==> src/common/mmb_pkg.sv <==
// Purpose: constants and carriers for the memory map and bank decoder
// Assumes: one core clock, synchronous active-high reset
// Notes: program addresses in words, data addresses in bytes
package mmb_pkg;
  localparam int PC_W = 13;
  localparam int IMPL_W = 12;
  localparam int WORD_W = 14;
  localparam int DADDR_W = 7;
  localparam int FULL_W = 9;
  localparam int BANK_W = 2;
  localparam logic [PC_W-1:0] RESET_VEC = 13'h0000;
  localparam logic [PC_W-1:0] IRQ_VEC = 13'h0004;
  localparam int BSEL_HI_POS = 6;
  localparam int BSEL_LO_POS = 5;
  localparam logic [BANK_W-1:0] BANK0 = 2'h0;
  localparam logic [BANK_W-1:0] BANK1 = 2'h1;
  localparam logic [DADDR_W-1:0] SFR_LAST = 7'h1F;
  localparam logic [DADDR_W-1:0] BANK_TOP = 7'h7F;
  localparam logic [DADDR_W-1:0] IND_ADDR = 7'h00;
  localparam logic [DADDR_W-1:0] PCLO_ADDR = 7'h02;
  localparam logic [DADDR_W-1:0] FLAG_ADDR = 7'h03;
  localparam logic [DADDR_W-1:0] PTR_ADDR = 7'h04;
  localparam logic [DADDR_W-1:0] PCHI_ADDR = 7'h0A;
  localparam logic [DADDR_W-1:0] INTC_ADDR = 7'h0B;

  typedef enum logic [2:0] {
    MMB_REG_NONE = 3'b001,
    MMB_REG_SFR = 3'b010,
    MMB_REG_GPR = 3'b100
  } mmb_region_t;

  typedef struct packed {
    logic valid;
    logic we;
    logic indirect;
    logic [DADDR_W-1:0] addr;
    logic [7:0] wdata;
  } mmb_dreq_t;

  typedef struct packed {
    logic valid;
    logic we;
    logic [FULL_W-1:0] addr;
    logic [BANK_W-1:0] bank;
    mmb_region_t region;
    logic mirrored;
    logic [7:0] wdata;
  } mmb_dsel_t;
endpackage

==> src/mmb_bank_decode.sv <==
// Purpose: classify a full data address into bank, region and mirror
// Assumes: combinational, driven from the same clock domain
// Notes: banks above bank 1 decode to no region
`timescale 1ns/10ps
`default_nettype none
module mmb_bank_decode (
  // address
  input wire logic [mmb_pkg::FULL_W-1:0] full_addr_i,
  // classification
  output mmb_pkg::mmb_region_t region_o,
  output logic mirrored_o
);
  import mmb_pkg::*;
  logic [BANK_W-1:0] bank;
  logic [DADDR_W-1:0] off;

  always_comb begin
    bank = full_addr_i[FULL_W-1:DADDR_W];
    off = full_addr_i[DADDR_W-1:0];
    region_o = MMB_REG_NONE;
    if (bank == BANK0 || bank == BANK1) begin
      if (off <= SFR_LAST) begin
        region_o = MMB_REG_SFR;
      end else if (off <= BANK_TOP) begin
        region_o = MMB_REG_GPR;
      end
    end
    // shared core registers decode identically in both banks
    mirrored_o = (region_o == MMB_REG_SFR) && (off == IND_ADDR || off == PCLO_ADDR ||
      off == FLAG_ADDR || off == PTR_ADDR || off == PCHI_ADDR || off == INTC_ADDR);
  end
endmodule
`default_nettype wire

==> src/mmb_memory_map.sv <==
// Purpose: program counter and data address organisation of a small core
// Assumes: core asserts fetch and data requests each cycle on ref_clk_i
// Notes: fetch and data paths are separate registered outputs
// Functional notes
// - fetch and data access have separate buses, usable in one cycle.
// - program counter is 13 bits, space 8K words of 14 bits.
// - only 4K words exist; higher fetch addresses wrap onto them.
// - reset loads program counter with 0000h; first fetch after release is at 0001h.
// - taking an interrupt redirects fetch to 0004h.
// - flag bits 6:5 select bank for direct access; 00 bank0, 01 bank1, others unimplemented.
// - each of banks 0 and 1 decodes offsets up to 7Fh, 128 bytes.
// - special registers sit low in a bank, static RAM above.
// - banks 0 and 1 each have special registers; some mirror across them.
// - data reached directly or through the indirect pointer register.
`timescale 1ns/10ps
`default_nettype none
module mmb_memory_map #(
  parameter int IMPL_BITS = mmb_pkg::IMPL_W
) (
  // clock and reset
  input wire logic ref_clk_i,
  input wire logic sys_rst_i,
  // program flow control
  input wire logic fetch_en_i,
  input wire logic irq_take_i,
  input wire logic jump_i,
  input wire logic [mmb_pkg::PC_W-1:0] jump_addr_i,
  // core register state
  input wire logic [7:0] core_flags_i,
  input wire logic [7:0] indirect_pointer_register_i,
  // data request
  input wire mmb_pkg::mmb_dreq_t dreq_i,
  // program bus
  output logic [mmb_pkg::PC_W-1:0] pc_o,
  output logic [IMPL_BITS-1:0] prog_addr_o,
  output logic fetch_o,
  // data bus
  output mmb_pkg::mmb_dsel_t dsel_o,
  output logic bank_unimpl_o
);
  import mmb_pkg::*;

  ////////////////////////////////////////////////////////////////////////////
  // program counter

  logic [PC_W-1:0] pc;
  logic [PC_W-1:0] next_pc;
  logic [IMPL_BITS-1:0] prog_addr;
  logic [IMPL_BITS-1:0] next_prog_addr;
  logic fetch;
  logic next_fetch;

  always_comb begin
    next_pc = pc;
    next_fetch = 1'b0;
    if (sys_rst_i) begin
      next_pc = RESET_VEC;
    end else if (irq_take_i) begin
      next_pc = IRQ_VEC;
      next_fetch = 1'b1;
    end else if (jump_i) begin
      next_pc = jump_addr_i;
      next_fetch = 1'b1;
    end else if (fetch_en_i) begin
      next_pc = pc + 13'h0001;
      next_fetch = 1'b1;
    end
    // upper bits dropped, so fetches above 4K alias low words
    next_prog_addr = next_pc[IMPL_BITS-1:0];
  end

  always_ff @(posedge ref_clk_i) begin
    pc <= next_pc;
    prog_addr <= next_prog_addr;
    fetch <= next_fetch;
  end

  assign pc_o = pc;
  assign prog_addr_o = prog_addr;
  assign fetch_o = fetch;

  ////////////////////////////////////////////////////////////////////////////
  // data address path, independent of fetch

  logic [BANK_W-1:0] bank_sel;
  logic [FULL_W-1:0] full_addr;
  mmb_region_t region;
  logic mirrored;
  mmb_dsel_t dsel;
  mmb_dsel_t next_dsel;
  logic unimpl;
  logic next_unimpl;

  always_comb begin
    bank_sel = {core_flags_i[BSEL_HI_POS], core_flags_i[BSEL_LO_POS]};
    if (dreq_i.indirect) begin
      // pointer carries its own bank bit in bit 7, upper select above it
      full_addr = {core_flags_i[BSEL_HI_POS], indirect_pointer_register_i};
    end else begin
      full_addr = {bank_sel, dreq_i.addr};
    end
  end

  mmb_bank_decode u_dec (
    .full_addr_i(full_addr),
    .region_o(region),
    .mirrored_o(mirrored)
  );

  always_comb begin
    next_dsel = '0;
    next_dsel.region = MMB_REG_NONE;
    next_unimpl = 1'b0;
    if (!sys_rst_i && dreq_i.valid) begin
      next_dsel.valid = 1'b1;
      next_dsel.we = dreq_i.we;
      next_dsel.wdata = dreq_i.wdata;
      next_dsel.bank = full_addr[FULL_W-1:DADDR_W];
      next_dsel.region = region;
      next_dsel.mirrored = mirrored;
      // mirrored registers always land on their bank 0 copy
      next_dsel.addr = mirrored ? {BANK0, full_addr[DADDR_W-1:0]} : full_addr;
      next_unimpl = (region == MMB_REG_NONE);
    end
  end

  always_ff @(posedge ref_clk_i) begin
    dsel <= next_dsel;
    unimpl <= next_unimpl;
  end

  assign dsel_o = dsel;
  assign bank_unimpl_o = unimpl;
endmodule
`default_nettype wire

==> config.mk <==
export PLATFORM = sky130hd
export DESIGN_NAME = mmb_memory_map
export DESIGN_NICKNAME = d
export VERILOG_FILES = /design/src/common/mmb_pkg.sv /design/src/mmb_bank_decode.sv /design/src/mmb_memory_map.sv
export SDC_FILE = /design/constraint.sdc
export NUM_CORES = 1
export LEC_CHECK = 0
export BUFFER_PORTS_ARGS = -buffer_cell sky130_fd_sc_hd__clkbuf_2
export CAP_MARGIN = 0
export CORE_MARGIN = 4
export CORE_UTILIZATION = 45
export DETAILED_ROUTE_END_ITERATION = 12
export PLACE_DENSITY = 0.89
export SETUP_SLACK_MARGIN = 0.15
export SLEW_MARGIN = 10
export SYNTH_ARGS = -nofsm -noshare
export SYNTH_HDL_FRONTEND = slang
export SYNTH_SLANG_ARGS = --single-unit
==> constraint.sdc <==
create_clock -name ref_clk_i -period 2.5 [get_ports ref_clk_i]
set_clock_uncertainty 0.05 [all_clocks]
set_input_delay 0.75 -clock ref_clk_i [delete_from_list [all_inputs] [get_ports ref_clk_i]]
set_output_delay 0.75 -clock ref_clk_i [all_outputs]
set_load 0.005 [all_outputs]
==> flow_summary.ini, run 1 <==
[clock_network]
post_cts_resized = 0
tritoncts = done
cts-buffers-inserted = 5
tritoncts_num_sinks = 40
cts_root_buf = sky130_fd_sc_hd__clkbuf_4
cts_hold_buf = 0
clock_slew_at_the_register_clock_pins_of_the_worst_setup_and_hold_paths_ns = 0.13
clk_path_buf_depth = 2
post_cts_buffers = 0
htree_levels = 2
worst_skew_pair.late_latency_ns = 0.35

[floorplanning]
initial_utilization_pct = 47.6
placeable_area_um2 = 3420
die_w_um = 68.1
total_die_area_um2 = 4640
die_height_um = 68.1
top_level_ports = 104
num_rows = 21

[route]
wire_per_inst_um = 13.1
post_route_drc_violation_count = 0
post_drt_via_cell_ratio = 5.06
antenna_left = 0
dr_vias = 1524
drt_iter0_drc = 87
drt_first_pass_iters = 4
postRouteWirelength_um = 3950

[layout]
final.fill_count = 285
multiInputGateArea_um2 = 684
nets = 307
register_area_um2 = 801
areaGrowthSynthToFinish_pct = 30.9
num_antenna_cells = 0
layout-drive-gt1-share_pct = 42.7
final_area_um2 = 2130

[setup_path]
cp_cell_sequence = clkbuf_2
worstPathArrival_ns = 1.04
critPathSlowestCell = sky130_fd_sc_hd__dfxtp_1
worst-path-max-fanout = 8
cpPeakStageDelay_ns = 0.52
cp_data_required_time_ns = 1.70
timing.critical_path.to_type = primary output
worst_path_buf_inv = 1
worst_path_dominant_cell_family = flip-flops
crit_path_start_kind = flop
setup.worst_path.class = reg -> out

[grt]
grt_pass1_wl_um = 6200
pin_count_of_the_biggest_net_entering_global_routing = 26
first_global_vias = 1413
grt.overflow.total = 0
grt_antenna_before_repair = 0
globalRouteTotalUtil_pct = 18.0

[logic_synthesis]
synthMostInstantiatedCell = sky130_fd_sc_hd__dfxtp_1
post_synth_instance_area_um2 = 1630
yosys.area.top_type_share_pct = 49.3
synthDistinctLibCells = 34
syn_nets = 222
yosysWarnings = 0
yosys_most_used_dff = sky130_fd_sc_hd__dfxtp_1
part_of_the_yosys_area_used_for_sequential_elements_pct = 49.3
synth_seq_cells = 40
synth_edf_count = 0
yosys-top-cells-area = sky130_fd_sc_hd__dfxtp_1, sky130_fd_sc_hd__buf_4, sky130_fd_sc_hd__mux2i_1
netlist_instances = 169
share_of_synthesized_registers_carrying_an_async_set_or_reset_pct = 0
post-synth-top-area-cell = sky130_fd_sc_hd__dfxtp_1
synth_area_per_cell_um2 = 9.62
ys_top_cells_by_count = sky130_fd_sc_hd__dfxtp_1, sky130_fd_sc_hd__o21ai_0, sky130_fd_sc_hd__buf_4

[timing]
finish_stage_setup_viols = 0
final_period_minus_worst_setup_slack_ns = 1.84
timing_max_transition_violations_final = 0
fmax_mhz = 542
fin_worst_hold_slack_ns = 0.469
fin_crit_share_pct = 73.8
rsz0062_at_grt = no
timing.setup.tns_ns = 0
finalHoldViolCount = 0
timing.slew.headroom_pct = 58.0
tightest_slew_ns = 0.629

[placement]
place.port_buffers = 97
detailed_place_hpwl_um = 3080
placed_cell_area_um2 = 2040
globalplace.congestion = 0.823

[run]
number_of_violations_of_the_max_capacitance_limit = 0

[power_and_ir_drop]
vdd_drop_max_mv = 0.518
static-leakage-power_nw = 1.04
powerDensity_nw_per_um2 = 598

[status]
status = completed

[worst_hold_path]
worstHoldPathType = reg -> reg
[worst reg2reg max path, delay by kind of cell (launching register included)]
family / cells / cell delay [ns]
flip-flops: 1 / 0.52
AO/OA/AOI/OAI: 1 / 0.17
AND/OR/NAND/NOR: 2 / 0.86
[routing by layer]
layer	global-route usage (%)	routed length (um)	share of wire, %
met2	28.2	1750	44
met3	9.69	538	14
met5	0	0	0
met4	7.20	60	1.5
met1	20.4	1600	41
[final cells by class]
cell class	instances	share of cell area, %
sequential	40	37.6
tap	46	2.70
inverter	2	0.353
clock buffer	5	1.76
timing repair buffer	98	23.2
clock inverter	3	2.23
multi-input combinational	107	32.2
[stage by stage]
stage	util [%]	worst slack [ns]	instances	power, mW
after floorplan	-	0.667	169	0.772
after global placement	59.8	0.481	293	0.844
after detailed placement	59.8	0.425	293	0.849
after CTS	62.3	0.660	301	1.29
after global routing	62.3	0.584	301	1.34
final	62.3	0.656	301	1.27
[logic make-up after synthesis]
family,Yosys count,synth area share (%)
compound gates,36,14.0
xor+xnor,3,1.62
fa+ha+maj,1,0.770
buf+inv,22,8.62
flops,40,49.3
mux,9,5.54
simple gates,58,20.2
[where the power goes]
part | total, mW | internal (mW) | switching, mW
combinational | 0.148 | 0.0771 | 0.0706
clock | 0.440 | 0.214 | 0.227
sequential | 0.686 | 0.665 | 0.0205
total | 1.27 | 0.956 | 0.318
[sequential cells by signal, indices dropped and copies added (netlist names)]
| name | count |
|---|---|
| bank_unimpl_o | 1 |
| pc_o | 13 |
| fetch_o | 1 |
| dsel_o | 25 |
[layout by cell type, fill, tap and decap left out]
master,netlist,final
sky130_fd_sc_hd__inv_1,2,2
sky130_fd_sc_hd__nand4_2,1,1
sky130_fd_sc_hd__a21oi_1,3,3
sky130_fd_sc_hd__or4_1,4,4
sky130_fd_sc_hd__nor3_1,6,6
sky130_fd_sc_hd__o211a_1,2,2
sky130_fd_sc_hd__xnor2_1,1,1
sky130_fd_sc_hd__or3_2,2,2
sky130_fd_sc_hd__o31ai_1,4,4
sky130_fd_sc_hd__or3_1,2,2
sky130_fd_sc_hd__bufinv_16,0,1
sky130_fd_sc_hd__clkbuf_2,0,97
sky130_fd_sc_hd__nand3_1,3,3
sky130_fd_sc_hd__a21o_1,1,1
sky130_fd_sc_hd__nand4_1,5,5
sky130_fd_sc_hd__nand2_1,4,4
sky130_fd_sc_hd__nor4b_1,1,1
sky130_fd_sc_hd__o311a_1,1,1
sky130_fd_sc_hd__xor2_1,2,2
sky130_fd_sc_hd__nor4_1,1,1
sky130_fd_sc_hd__a31oi_1,8,8
sky130_fd_sc_hd__o32ai_1,1,1
sky130_fd_sc_hd__clkbuf_4,0,5
sky130_fd_sc_hd__mux2i_1,9,9
sky130_fd_sc_hd__nand2b_1,3,3
sky130_fd_sc_hd__nor2b_1,2,2
sky130_fd_sc_hd__ha_1,1,1
sky130_fd_sc_hd__dfxtp_1,40,40
sky130_fd_sc_hd__and2_1,12,12
sky130_fd_sc_hd__o21ai_0,14,14
sky130_fd_sc_hd__clkinv_4,0,2
sky130_fd_sc_hd__buf_4,13,1
sky130_fd_sc_hd__nor2_1,12,12
sky130_fd_sc_hd__o31a_1,1,1
sky130_fd_sc_hd__a211oi_1,1,1
[final timing paths]
path | endpoint | from | slack, ns | depth (start not counted)
setup reg to reg | pc_o[7] | pc_o[2] | 0.83 | 3
hold / removal | pc_o[12] | pc_o[12] | 0.47 | 2
hold reg to reg | pc_o[12] | pc_o[12] | 0.47 | 2
setup / recovery | prog_addr_o[2] | pc_o[2] | 0.66 | 1
Power figures use the tool's default switching activity.
==> run 2: changes to the inputs <==
Settings changed: CORE_UTILIZATION 45 to 38, PLACE_DENSITY 0.89 to 0.81.
Clock period 2.5 ns to 1.66 ns, I/O delays scaled along.
==> run 2 against run 1 <==
Effect of this change:
- utilization is 5.0 points lower
- sequential share of layout area is 2.6 points lower
- count of clock-buffer cells in the layout stayed put
- worst setup slack worse by 0.45 ns
- first-iteration DRC count is 44% lower
- power is 63% higher
- via count is 3.3% higher
- non-clock buffer count is 17 higher
- highest routed layer unchanged
==> flow_summary.ini, run 2 (synthesized netlist as in run 1, its figures left out) <==
[timing]
finish_stage_setup_viols = 0
finalHoldViolCount = 0
fin_crit_share_pct = 87.5
timing.slew.headroom_pct = 77.5
fmax_mhz = 688
timing.setup.tns_ns = 0
tightest_slew_ns = 0.337
timing_max_transition_violations_final = 0
final_period_minus_worst_setup_slack_ns = 1.45
rsz0062_at_grt = yes

[layout]
final_core_util_pct = 57.3
nets = 324
final.fill_count = 370
mostFrequentLayoutCell = sky130_fd_sc_hd__clkbuf_2
largest_register_ff_count = 25
most-common-layout-cells = sky130_fd_sc_hd__clkbuf_2, sky130_fd_sc_hd__dfxtp_1, sky130_fd_sc_hd__buf_4, sky130_fd_sc_hd__o21ai_0
layout-drive-gt1-share_pct = 50.4
num_antenna_cells = 0
areaGrowthSynthToFinish_pct = 43.0

[setup_path]
cp_launch_point = pc_o[3]
cp_cell_sequence = buf_4 -> clkbuf_2
setup.worst_path.class = reg -> out
critPathSlowestCell = sky130_fd_sc_hd__dfxtp_2
crit_path_start_kind = flop
worstRegToRegCells = 5
worst_path_dominant_cell_family = flip-flops
timing.critical_path.to_type = primary output
r2r_setup_slack_ns = 0.22
worst-path-max-fanout = 6
worst_path_buf_inv = 2
cp_data_required_time_ns = 1.11
worst_r2r_startpoint = pc_o[0]
cpPeakStageDelay_ns = 0.35
worstReg2RegEnd = pc_o[7]
worstPathArrival_ns = 0.91

[route]
antenna_left = 0
dr_vias = 1575
drt_iter0_drc = 49
drt_first_pass_iters = 4
post_drt_via_cell_ratio = 4.89
post_route_drc_violation_count = 0
wire_per_inst_um = 12.5
postRouteWirelength_um = 4020

[clock_network]
cts_root_buf = sky130_fd_sc_hd__clkbuf_8
tritoncts_num_sinks = 40
clock_slew_at_the_register_clock_pins_of_the_worst_setup_and_hold_paths_ns = 0.08
worst_skew_pair.late_latency_ns = 0.29
htree_levels = 2
tritoncts = done
cts-buffers-inserted = 5
cts_hold_buf = 0
clk_path_buf_depth = 2

[grt]
grt_pass1_wl_um = 6510
pin_count_of_the_biggest_net_entering_global_routing = 15
grt_antenna_before_repair = 0
first_global_vias = 1507
grt.overflow.total = 0
globalRouteTotalUtil_pct = 15.7

[floorplanning]
die_w_um = 73.4
num_rows = 23
placeable_area_um2 = 4060
die_height_um = 73.4
total_die_area_um2 = 5390
initial_utilization_pct = 40.1
top_level_ports = 104

[worst_hold_path]
worstHoldStart = dreq_i[1]
min_delay_worst_endpoint = dsel_o[1]
timing.hold.worst_path_depth = 2
worstHoldPathType = in -> reg

[placement]
globalplace.congestion = 0.787
detailed_place_hpwl_um = 3310
place.port_buffers = 97

[power_and_ir_drop]
vdd_drop_max_mv = 0.505
static-leakage-power_nw = 1.14
powerDensity_nw_per_um2 = 896

[run]
number_of_violations_of_the_max_capacitance_limit = 0

[status]
status = completed
-- run 2: changes by cell type in the layout (fill, tap and decap cells not counted), sizes merged --
cell,change
clkinvlp,+1
buf,+17
inv,+1
clkinv,-2
-- run 2: layout make-up --
type                       count  area [um^2]  area share, %
tap                           50         62.6           2.69
multi-input combinational    107          704           30.3
clock inverter                 3         46.3           1.99
sequential                    40          815           35.0
inverter                       2         7.51          0.323
timing repair buffer         115          621           26.7
clock buffer                   5         68.8           2.96
-- run 2: report_power, final --
| part | switching (mW) | internal [mW] | total (mW) |
|---|---|---|---|
| clock | 0.349 | 0.453 | 0.802 |
| combinational | 0.116 | 0.136 | 0.252 |
| sequential | 0.0259 | 1.00 | 1.03 |
-- run 2: layer usage --
layer / vias to the layer above / share of wire [%] / global-route usage (%) / routed length [um]
met5: - / 0 / 0 / 0
met1: 690 / 37 / 16.7 / 1500
li1: 801 / - / - / -
met3: 7 / 16 / 9.85 / 628
met4: 0 / 1.3 / 4.83 / 51
met2: 77 / 46 / 25.8 / 1840
-- run 2: worst max path at each step --
stage                           to  slack [ns]  cells past startpoint
global placement           pc_o[7]        0.03                      5
detailed placement         pc_o[7]       0.004                      5
floorplan                  pc_o[9]        0.08                      4
CTS                 prog_addr_o[3]        0.15                      2
global route               pc_o[7]        0.13                      5
finish              prog_addr_o[3]        0.21                      2
-- run 2: repair_timing --
action / 4_1_cts / 5_1_grt
resized for setup: 2 / 11
setup endpoints to repair: 5 / 14
pin swaps: 0 / 3
buffers inserted: 0 / 2
-- run 2: worst reg2reg max path, delay by kind of cell (launching register included) --
kind / cells / cell delay (ns)
AOI/OAI and AO/OA: 1 / 0.15
and+or+nand+nor: 2 / 0.50
DFF: 1 / 0.34
buffers and inverters: 2 / 0.33
-- run 2: per-stage QoR --
stage / hold WS (ns) / cells / setup WS (ns) / instance area (um^2) / total power, mW
floorplan: 0.435 / 169 / 0.0841 / 1630 / 1.16
global placement: 0.448 / 312 / 0.0291 / 2160 / 1.30
detailed placement: 0.460 / 312 / 0.00431 / 2160 / 1.30
CTS: 0.337 / 320 / 0.146 / 2290 / 2.12
global route: 0.331 / 322 / 0.132 / 2320 / 2.20
finish: 0.349 / 322 / 0.207 / 2320 / 2.08
